File: src/hw/ciop_pkg.sv
// Shared constants for the clocked I/O port unit and its clock blocks.
package ciop_pkg;
    localparam int NPORT = 3;
    localparam int NPIN = 8;
    localparam int NCB = 6;
    localparam int LINK_PINS = 2;
    localparam int CNT_W = 16;
    localparam int ADDR_W = 8;
    localparam int PORT_W [NPORT] = '{1, 4, 8};
    localparam int REF_CLOCK_MHZ = 100;
    localparam logic [7:0] PORT_STRIDE = 8'h10;
    localparam logic [7:0] PORT_CTRL = 8'h00;
    localparam logic [7:0] PORT_DATA = 8'h04;
    localparam logic [7:0] PORT_TIME = 8'h08;
    localparam logic [7:0] PORT_STAMP = 8'h0C;
    localparam logic [7:0] CB_BASE = 8'h40;
    localparam logic [7:0] LINK_CTRL = 8'h60;
    localparam int CTL_EN = 0;
    localparam int CTL_OUT = 1;
    localparam int CTL_OD = 2;
    localparam int CTL_TIMED = 3;
    localparam int CTL_STB = 4;
    localparam int CTL_SER = 5;
    localparam int CTL_COND = 6;
    localparam int CTL_CB = 8;
    localparam int CTL_W = 11;
    localparam int STS_VALID = 16;
    localparam int STS_PEND = 17;
    localparam logic [CTL_W-1:0] CTL_RESET = 11'h000;
    localparam int CB_SRC = 0;
    localparam int CB_DIV = 8;
    localparam logic [15:0] CB_RESET = 16'h0000;
    typedef enum logic [1:0] {
        COND_NONE = 2'b00,
        COND_EQ = 2'b01,
        COND_NEQ = 2'b10
    } ciop_cond_t;
endpackage

File: src/hw/ciop_top.sv
// Clocked I/O port unit with clock blocks, pin sharing and an APB register slave.
//
// Summary of operation
// - Ports of several fixed widths, each mapped onto a fixed group of pins.
// - One direction bit per port; all its pins share that direction.
// - Ports drive pins high or low, or sample them, optionally waiting for a condition.
// - Every register access is answered with no wait state.
// - Per-port open-drain: a zero pulls low, a one releases the pin.
// - Data passes through a shift serialiser and a transfer register.
// - A 16-bit counter per port times transfers between pins and transfer register.
// - Counter readable any time; a transfer can wait for a software target value.
// - Each transfer captures the counter into a readable timestamp.
// - An enabled link takes its shared pins away from every port.
// - An enabled narrower port overrides wider ports on shared pins.
// - Unshared pins of a wider port stay with the wider port.
// - A port always transfers at its own width, whatever pins it owns.
// - Six clock blocks; block zero is the fixed reference clock.
// - Blocks one to five can divide down to other rates.
// - A clock block can use the 1-bit port pin as its clock source.
// - The clock taken from the 1-bit port can be divided before use.
// - Ports accept an input strobe and can emit an output strobe.
// - After reset every port uses clock block zero.
// - Completed port transfers raise event pulses, not interrupts.
//
// The register addresses and register access over APB were decided locally.
`timescale 1ns/1ps
module ciop_top
    import ciop_pkg::*;
(
    input wire logic sys_clk_i,
    input wire logic reset_i,
    input wire logic psel_i,
    input wire logic penable_i,
    input wire logic pwrite_i,
    input wire logic [ADDR_W-1:0] paddr_i,
    input wire logic [31:0] pwdata_i,
    output logic [31:0] prdata_o,
    output logic pready_o,
    output logic pslverr_o,
    input wire logic [NPIN-1:0] pin_i,
    output logic [NPIN-1:0] pin_o,
    output logic [NPIN-1:0] pin_oe_o,
    input wire logic [NPORT-1:0] strobe_in_i,
    output logic [NPORT-1:0] strobe_out_o,
    output logic [NPORT-1:0] event_o
);
    logic pready_q;
    logic pready_d;
    logic pslverr_q;
    logic pslverr_d;
    logic [31:0] prdata_q;
    logic [31:0] prdata_d;
    logic acc;
    logic wr;
    logic rd;
    logic setup;
    logic [1:0] rd_port;
    logic [2:0] cb_idx;
    logic link_en_q;
    logic link_en_d;
    logic pin0_prev_q;
    logic [NCB-1:0] cb_tick;
    logic [15:0] cb_cfg_q [NCB];
    logic [CTL_W-1:0] ctrl_q [NPORT];
    logic [31:0] xfer_q [NPORT];
    logic [CNT_W-1:0] cnt_q [NPORT];
    logic [CNT_W-1:0] target_q [NPORT];
    logic [CNT_W-1:0] stamp_q [NPORT];
    logic [NPORT-1:0] valid_q;
    logic [NPORT-1:0] pend_q;
    logic [NPORT-1:0] stb_q;
    logic [NPORT-1:0] evt_q;
    logic [NPIN-1:0] drv_q [NPORT];
    logic [NPIN-1:0] pin_eff;
    logic [NPIN-1:0] pin_o_q;
    logic [NPIN-1:0] pin_o_d;
    logic [NPIN-1:0] pin_oe_q;
    logic [NPIN-1:0] pin_oe_d;

    // Zero wait states: ready is raised in the access phase of every transfer.
    assign acc = psel_i & penable_i & pready_q;
    assign wr = acc & pwrite_i;
    assign rd = acc & ~pwrite_i;
    assign setup = psel_i & ~penable_i;
    assign rd_port = paddr_i[5:4];
    assign cb_idx = 3'((paddr_i - CB_BASE) >> 2);

    // Link-owned pins read as zero to the ports.
    always_comb begin
        pin_eff = pin_i;
        if (link_en_q) begin
            pin_eff[NPIN-1 -: LINK_PINS] = '0;
        end
    end

    // Clock blocks. Block zero ticks every cycle; the others divide the reference or pin edges.
    for (genvar c = 0; c < NCB; c++) begin : g_cb
        logic [7:0] div_q, div_d;
        logic [15:0] cfg_d;
        logic src_edge;
        if (c == 0) begin : g_ref
            assign cb_tick[c] = 1'b1;
            assign src_edge = 1'b1;
            assign div_d = '0;
            assign cfg_d = CB_RESET;
        end else begin : g_prog
            // The pin is synchronous, so its rising edge is taken from the last sample.
            assign src_edge = cb_cfg_q[c][CB_SRC]
                ? (pin_eff[0] & ~pin0_prev_q) : 1'b1;
            assign cb_tick[c] = src_edge && (div_q == cb_cfg_q[c][CB_DIV +: 8]);
            always_comb begin
                cfg_d = cb_cfg_q[c];
                div_d = div_q;
                if (wr && paddr_i == CB_BASE + 8'(4 * c)) begin
                    cfg_d = pwdata_i[15:0];
                    div_d = '0;
                end else if (src_edge) begin
                    div_d = cb_tick[c] ? 8'h00 : div_q + 8'h01;
                end
            end
        end
        always_ff @(posedge sys_clk_i) begin
            if (reset_i) begin
                cb_cfg_q[c] <= CB_RESET;
                div_q <= 8'h00;
            end else begin
                cb_cfg_q[c] <= cfg_d;
                div_q <= div_d;
            end
        end
    end

    // Per-port logic.
    for (genvar i = 0; i < NPORT; i++) begin : g_port
        localparam int W = PORT_W[i];
        localparam int NCH = 32 / W;
        logic [CTL_W-1:0] ctrl_d;
        logic [31:0] xfer_d, shift_q, shift_d;
        logic [CNT_W-1:0] cnt_d, target_d, stamp_d;
        logic [W-1:0] cmp_q;
        logic [W-1:0] cmp_d;
        logic [W-1:0] samp;
        logic [5:0] chunk_q;
        logic [5:0] chunk_d;
        logic [NPIN-1:0] drv_d;
        logic valid_d, pend_d, stb_d, evt_d, tick, sel, hit_time, match, last;
        logic [2:0] cbsel;
        ciop_cond_t cond;
        logic wr_ctrl;
        logic wr_time;
        logic wr_data;
        logic rd_data;

        assign sel = (paddr_i & ~(PORT_STRIDE - 8'h01)) == 8'(i) * PORT_STRIDE;
        assign cbsel = ctrl_q[i][CTL_CB +: 3];
        assign tick = ctrl_q[i][CTL_EN] && (32'(cbsel) < NCB) && cb_tick[cbsel];
        assign samp = pin_eff[W-1:0];
        assign cond = ciop_cond_t'(ctrl_q[i][CTL_COND +: 2]);
        assign hit_time = !ctrl_q[i][CTL_TIMED] || cnt_q[i] == target_q[i];
        assign match = cond == COND_NONE || (cond == COND_EQ && samp == cmp_q)
            || (cond == COND_NEQ && samp != cmp_q);
        assign last = !ctrl_q[i][CTL_SER] || chunk_q == 6'(NCH - 1);
        assign wr_ctrl = wr && sel && paddr_i[3:0] == PORT_CTRL[3:0];
        assign wr_time = wr && sel && paddr_i[3:0] == PORT_TIME[3:0];
        assign wr_data = wr && sel && paddr_i[3:0] == PORT_DATA[3:0];
        assign rd_data = rd && sel && paddr_i[3:0] == PORT_DATA[3:0];

        always_comb begin
            ctrl_d = ctrl_q[i];
            xfer_d = xfer_q[i];
            shift_d = shift_q;
            cnt_d = cnt_q[i];
            target_d = target_q[i];
            stamp_d = stamp_q[i];
            cmp_d = cmp_q;
            chunk_d = chunk_q;
            drv_d = drv_q[i];
            valid_d = valid_q[i];
            pend_d = pend_q[i];
            stb_d = 1'b0;
            evt_d = 1'b0;
            // A read drains the transfer register; a new word on the same edge wins.
            if (rd_data) begin
                valid_d = 1'b0;
            end

            if (tick) begin
                cnt_d = cnt_q[i] + 16'h0001;
                if (ctrl_q[i][CTL_OUT] && pend_q[i] && (chunk_q != '0 || hit_time)) begin
                    drv_d = NPIN'(shift_q[W-1:0]);
                    shift_d = shift_q >> W;
                    stb_d = ctrl_q[i][CTL_STB];
                    ctrl_d[CTL_TIMED] = 1'b0;
                    if (chunk_q == '0) begin
                        stamp_d = cnt_q[i];
                    end
                    chunk_d = chunk_q + 6'h01;
                    if (last) begin
                        pend_d = 1'b0;
                        chunk_d = '0;
                        evt_d = 1'b1;
                    end
                end else if (!ctrl_q[i][CTL_OUT] && (chunk_q != '0 || (hit_time && match))
                        && (!ctrl_q[i][CTL_STB] || strobe_in_i[i])) begin
                    shift_d = {samp, shift_q[31:W]};
                    chunk_d = chunk_q + 6'h01;
                    if (chunk_q == '0) begin
                        stamp_d = cnt_q[i];
                    end
                    if (last) begin
                        xfer_d = ctrl_q[i][CTL_SER] ? shift_d : 32'(samp);
                        valid_d = 1'b1;
                        chunk_d = '0;
                        evt_d = 1'b1;
                        ctrl_d[CTL_COND +: 2] = COND_NONE;
                        ctrl_d[CTL_TIMED] = 1'b0;
                    end
                end
            end

            // Software writes come last, so a word written on the edge that ends
            // the previous one is kept and restarts the transfer.
            if (wr_ctrl) begin
                ctrl_d = pwdata_i[CTL_W-1:0];
            end
            if (wr_time) begin
                target_d = pwdata_i[CNT_W-1:0];
            end
            if (wr_data) begin
                if (ctrl_q[i][CTL_OUT]) begin
                    shift_d = pwdata_i;
                    xfer_d = pwdata_i;
                    pend_d = 1'b1;
                    chunk_d = '0;
                end else begin
                    cmp_d = pwdata_i[W-1:0];
                end
            end
        end

        always_ff @(posedge sys_clk_i) begin
            if (reset_i) begin
                ctrl_q[i] <= CTL_RESET;
                xfer_q[i] <= 32'h00000000;
                shift_q <= 32'h00000000;
                cnt_q[i] <= 16'h0000;
                target_q[i] <= 16'h0000;
                stamp_q[i] <= 16'h0000;
                cmp_q <= '0;
                chunk_q <= 6'h00;
                drv_q[i] <= 8'h00;
                valid_q[i] <= 1'b0;
                pend_q[i] <= 1'b0;
                stb_q[i] <= 1'b0;
                evt_q[i] <= 1'b0;
            end else begin
                ctrl_q[i] <= ctrl_d;
                xfer_q[i] <= xfer_d;
                shift_q <= shift_d;
                cnt_q[i] <= cnt_d;
                target_q[i] <= target_d;
                stamp_q[i] <= stamp_d;
                cmp_q <= cmp_d;
                chunk_q <= chunk_d;
                drv_q[i] <= drv_d;
                valid_q[i] <= valid_d;
                pend_q[i] <= pend_d;
                stb_q[i] <= stb_d;
                evt_q[i] <= evt_d;
            end
        end
    end

    // Pin ownership: the narrowest enabled port covering a pin drives it.
    always_comb begin
        pin_o_d = '0;
        pin_oe_d = '0;
        for (int p = 0; p < NPIN; p++) begin
            for (int k = NPORT - 1; k >= 0; k--) begin
                if (ctrl_q[k][CTL_EN] && p < PORT_W[k]) begin
                    if (!ctrl_q[k][CTL_OUT]) begin
                        pin_o_d[p] = 1'b0;
                        pin_oe_d[p] = 1'b0;
                    end else if (ctrl_q[k][CTL_OD]) begin
                        pin_o_d[p] = 1'b0;
                        pin_oe_d[p] = ~drv_q[k][p];
                    end else begin
                        pin_o_d[p] = drv_q[k][p];
                        pin_oe_d[p] = 1'b1;
                    end
                end
            end
            if (link_en_q && p >= NPIN - LINK_PINS) begin
                pin_o_d[p] = 1'b0;
                pin_oe_d[p] = 1'b0;
            end
        end
    end

    // Pin register: drive, enable and the pin 0 history for edge detection.
    always_ff @(posedge sys_clk_i) begin
        if (reset_i) begin
            pin0_prev_q <= 1'b0;
            pin_o_q <= 8'h00;
            pin_oe_q <= 8'h00;
        end else begin
            pin0_prev_q <= pin_eff[0];
            pin_o_q <= pin_o_d;
            pin_oe_q <= pin_oe_d;
        end
    end

    // Link enable. The pin mux and the port inputs both read the registered value, so the ports
    // lose the shared pins on the edge that sets it and the pin register releases them one edge later.
    always_comb begin
        link_en_d = link_en_q;
        if (wr && paddr_i == LINK_CTRL) begin
            link_en_d = pwdata_i[0];
        end
    end

    always_ff @(posedge sys_clk_i) begin
        if (reset_i) begin
            link_en_q <= 1'b0;
        end else begin
            link_en_q <= link_en_d;
        end
    end

    // APB read mux and unmapped-address error, prepared in the setup phase.
    always_comb begin
        pready_d = setup;
        prdata_d = 32'h00000000;
        pslverr_d = 1'b0;
        if (!setup) begin
            // Read data stands until the next setup; the error lasts one cycle only.
            prdata_d = prdata_q;
        end else if (paddr_i == LINK_CTRL) begin
            prdata_d = {31'h00000000, link_en_q};
        end else if (paddr_i >= CB_BASE && paddr_i < CB_BASE + 8'(4 * NCB)
                && paddr_i[1:0] == 2'b00) begin
            prdata_d = {16'h0000, cb_cfg_q[cb_idx]};
        end else if (paddr_i < 8'(NPORT) * PORT_STRIDE && paddr_i[1:0] == 2'b00) begin
            if (paddr_i[3:0] == PORT_CTRL[3:0]) begin
                prdata_d = 32'(ctrl_q[rd_port])
                    | (32'(pend_q[rd_port]) << STS_PEND)
                    | (32'(valid_q[rd_port]) << STS_VALID);
            end else if (paddr_i[3:0] == PORT_DATA[3:0]) begin
                prdata_d = xfer_q[rd_port];
            end else if (paddr_i[3:0] == PORT_TIME[3:0]) begin
                prdata_d = 32'(cnt_q[rd_port]);
            end else begin
                prdata_d = 32'(stamp_q[rd_port]);
            end
        end else begin
            pslverr_d = 1'b1;
        end
    end

    always_ff @(posedge sys_clk_i) begin
        if (reset_i) begin
            pready_q <= 1'b0;
            prdata_q <= 32'h00000000;
            pslverr_q <= 1'b0;
        end else begin
            pready_q <= pready_d;
            prdata_q <= prdata_d;
            pslverr_q <= pslverr_d;
        end
    end

    assign prdata_o = prdata_q;
    assign pready_o = pready_q;
    assign pslverr_o = pslverr_q;
    assign pin_o = pin_o_q;
    assign pin_oe_o = pin_oe_q;
    assign strobe_out_o = stb_q;
    assign event_o = evt_q;
endmodule
File: config.mk
export PLATFORM = sky130hd
export DESIGN_NAME = ciop_top
export DESIGN_NICKNAME = d
export VERILOG_FILES = /design/src/hw/ciop_pkg.sv /design/src/hw/ciop_top.sv
export SDC_FILE = /design/constraint.sdc
export NUM_CORES = 1
export LEC_CHECK = 0
export BUFFER_PORTS_ARGS = -buffer_cell sky130_fd_sc_hd__buf_4
export CAP_MARGIN = 20
export CORE_ASPECT_RATIO = 1.4
export CORE_MARGIN = 1
export CORE_UTILIZATION = 51
export DETAILED_ROUTE_END_ITERATION = 10
export PLACE_DENSITY = 0.75
export SLEW_MARGIN = 0
export SYNTH_ARGS = -nofsm -noshare
export SYNTH_HDL_FRONTEND = slang
export SYNTH_SLANG_ARGS = --single-unit
export TNS_END_PERCENT = 5
File: constraint.sdc
create_clock -name sys_clk_i -period 2.96 [get_ports sys_clk_i]
set_input_delay 0.296 -clock sys_clk_i [delete_from_list [all_inputs] [get_ports sys_clk_i]]
set_output_delay 0.296 -clock sys_clk_i [all_outputs]
set_load 0.1 [all_outputs]
==> impl_results.md <==
* Fin crit share at a little over nine tenths
* Initial antenna violation count at 3
* RSZ-0062 raised after global routing: true
* Outcome: finished clean
* Initial core utilization at around half
* Sw Ratio at 23.5%
* Worst setup EP type: flip-flop
* Setup Skew at about 49 ps
* Crit-path max FO at 18
* FF-to-FF path depth at 8
* VDD IR max at between 0.0004 and 0.0005 V
* Distinct cells, synth at 79
* Pre-CTS setup slack at ~27 ps
* Tot GR Track Use at around a third
* Synth area leader: dfxtp_1
* Layout area overhead at 15.4%
* CTS tree: done
* I/O Pins at ~110
* Core box area at 0.0546 sq mm
* Clk_lat worst skew at between 600 and 700 ps
* Mapped Cells at 3418
* Share of cells above drive strength 1 at 13.3%
* Top layer in use: met5
* CP required at between 3000 and 4000 ps
* CTS buffer count at 57
* Aggregate global routing overflow at 0
* Register area share after synthesis at about 42%
* Psw at approximately 3.9 mW
* Die area at between 0.05 and 0.06 sq mm
* DR vias at about 26000
* Final Max Slew Viols at 0
* Largest net degree at the start of global routing at around 140
* Cell Rows at between 100 and 150
* Top delay family on crit path: compound AO/OA/AOI/OAI gates
* Final wirelength at 92500 um
* Cell Area, Synth at 0.0283 sq mm
* Port bufs at between 100 and 150
* Clock Path Buffers at 3
* Crit-path cells: xnor2_1, nand4_1, nor4_1, o211ai_1, a2111o_2, buf_6, mux2i_1, a211oi_1
* Sequential power share at about half
* Main synth FF type: dfxtp_1
* Internal power at about 13 mW
* Synth Warn # at 0
* Final Setup Violations at 0
* Worst min-delay path class: in -> reg
* First DRT Iteration DRCs at 2490
* Slowest stage cell, crit path: a2111o_2
* Die width at between 200 and 250 um
* Synthesis-stage register bit count at around 600
* FMAX at around 340 MHz
* Pwr Density at ~500 mW/mm^2
* Final nets at about 3600
* Routed WL per cell at 21.7 um
* Die height at 281 um
* Worst Path Arrival at 3410 ps
* Root Buffer: clkbuf_16
* Drt first pass iters at 6
* Top post-synthesis cells by area: dfxtp_1, mux2i_1, nand2_1
* Final GP Congestion at about 0.98
* Area share of the largest cell type after synthesis at between 40% and 50%
* Global-route wire length before repair at around 140000 um
* Crit path launch type: flip-flop
* Met2 WL at roughly 43000 um
* Max cap viols at 0
* Vias in the first global route at approximately 24000
* Syn Area/Cell at just over 8 sq um
* Via density at 6.08
* Post-route minimum period at 2910 ps
* Clock Sinks at ~600
* Detail Route Antenna Nets at 0
* Worst path depth at 8
* Clock slew at reported path FFs at 60 ps
* Comb power frac at 4.8%
* Hold Path Cell Cnt at 3
* Net Count, Synth at between 3000 and 4000
* DRC viols at 0
* Setup ws final at around 52 ps
* Leakage at about 13 nW
* Slew margin rel. at 37.6%
* Tightest Pin Transition at roughly 930 ps
* H-Tree Depth at 2
* Clock network power share at a little under half
* Filler Cells Inserted at 4786
* CP Buf/Inv Count at 1
* Routed wl met3 at between 6000 and 7000 um
* Final core occ at between 50% and 60%
* Crit path largest cell delay at between 600 and 700 ps
* Post-synth ARST share at 0%
* Post-synth EDFFs at 0
* Met1 WL at around 34000 um
* Crit Path Class: reg -> reg
* Post-DP HPWL at roughly 64000 um
* Hold Violations, Final at 0
## worst paths after layout
kind                            startpoint                                to  slack [ps]
max          g_cb[4].div_q[1]$_SDFFE_PP0P_  g_port[0].shift_q[23]$_SDFF_PP0_          50
min                           pwdata_i[20]  g_port[1].shift_q[20]$_SDFF_PP0_          10
max reg2reg  g_cb[4].div_q[1]$_SDFFE_PP0P_  g_port[0].shift_q[23]$_SDFF_PP0_          50
min reg2reg     stamp_q[0][2]$_SDFFE_PP0P_        stamp_q[0][2]$_SDFFE_PP0P_         450
## cells in the final DEF (no fill, tap or decap), types with 12 or more instances in the layout
cell type / synthesis / routed
a2bb2oi_1: 20 / 20
nor3_1: 47 / 47
a211oi_1: 71 / 70
a2111oi_0: 25 / 24
nor3b_1: 13 / 12
and2_1: 32 / 31
and3_1: 40 / 39
nor2_1: 360 / 357
nand4_1: 55 / 55
a22oi_1: 21 / 21
dfxtp_1: 597 / 596
nand2_1: 590 / 588
nor4_1: 29 / 27
ha_1: 14 / 14
dlygate4sd3_1: 0 / 14
inv_1: 19 / 19
clkbuf_16: 0 / 58
buf_12: 0 / 20
nand3_1: 45 / 44
or3_1: 18 / 18
nand2b_1: 20 / 20
a311oi_1: 36 / 36
a221o_1: 14 / 12
o21ai_0: 120 / 120
mux2_2: 27 / 27
buf_4: 1 / 276
xor2_1: 84 / 84
a21oi_1: 308 / 307
xnor2_1: 80 / 80
a221oi_1: 24 / 24
nor2b_1: 20 / 20
mux2i_1: 237 / 237
## flip-flops by register name, summed over array words and instances, names as in the netlist, 8 cells and up, named ones only
| name | count |
|---|---|
| g_cb.div_q | 40 |
| pin_o | 8 |
| target_q | 48 |
| prdata_o | 32 |
| g_port.cmp_q | 13 |
| g_port.shift_q | 96 |
| xfer_q | 96 |
| g_port.chunk_q | 18 |
| cb_cfg_q | 80 |
| ctrl_q | 33 |
| cnt_q | 48 |
| drv_q | 13 |
| pin_oe_o | 8 |
| stamp_q | 48 |
## logic make-up after synthesis
group,Yosys count,synth area share (%)
AO/OA/AOI/OAI,731,16.5
flip-flops,597,42.2
adder cells (fa/ha/maj),14,0.618
buffers and inverters,314,4.44
XOR/XNOR,164,5.07
AND/OR/NAND/NOR,1322,20.8
multiplexers,276,10.4
## Yosys cell counts (32+ instances only)
library cell,count
buf_2,40
mux2i_1,237
a311oi_1,36
clkbuf_1,228
nor2_1,360
a211oi_1,71
a21oi_1,308
nand4_1,55
xnor2_1,80
and3_1,40
nor3_1,47
nand2_1,590
o21ai_0,120
dfxtp_1,597
and2_1,32
nand3_1,45
xor2_1,84
## metrics by stage
| step | hold slack, ps | setup TNS, ps | instances | power (mW) | area [sq um] |
|---|---|---|---|---|---|
| 4_1_cts | 1.41 | 0 | 4259 | 16.4 | 32600 |
| 3_3_place_gp | 435 | 0 | 4142 | 8.97 | 30600 |
| 3_5_place_dp | 444 | 0 | 4142 | 8.97 | 30600 |
| 2_1_floorplan | 402 | 0 | 3418 | 8.64 | 28300 |
| 6_report | 13.5 | 0 | 4262 | 16.4 | 32700 |
| 5_1_grt | 14.8 | -50.6 | 4262 | 16.8 | 32700 |
## power by group through the flow
stage / Sequential, mW / Combinational [mW] / Clock (mW)
floorplan: 8.28 / 0.355 / 0
global placement: 8.23 / 0.744 / 0
detailed placement: 8.23 / 0.744 / 0
CTS: 8.04 / 0.759 / 7.61
global route: 8.04 / 0.800 / 7.94
finish: 8.04 / 0.786 / 7.56
## tightest hold or removal path, delay by kind of cell
kind                   cells  cell delay, ps
and+or+nand+nor            1              80
buffers and inverters      1             130
AOI/OAI and AO/OA          1              70
## metal layers
layer | up-vias | global-route usage, %
met5 | - | 0
met4 | 2 | 26.5
met3 | 381 | 4.51
met2 | 1209 | 53.5
met1 | 12200 | 37.0
li1 | 12100 | -
## what timing repair did
item                                    4_1_cts  5_1_grt
setup buffers                                 0        1
gates resized for setup                       0       14
hold endpoints to repair                     33        0
hold buffers                                 14        0
endpoints found under the setup margin        0      109
## area by class of cell
cell class	instances	area, sq um	share of cell area (%)
multi-input cells	2507	15200	46.4
clock buffers	80	1640	5.03
well taps	721	902	2.76
clock inverters	23	269	0.823
diodes	1	2.50	0.00766
repair buffers	314	2660	8.14
flip-flops and latches	597	12000	36.6
inverters	19	71.3	0.218
Note: power is estimated with default switching activity, not from simulation.
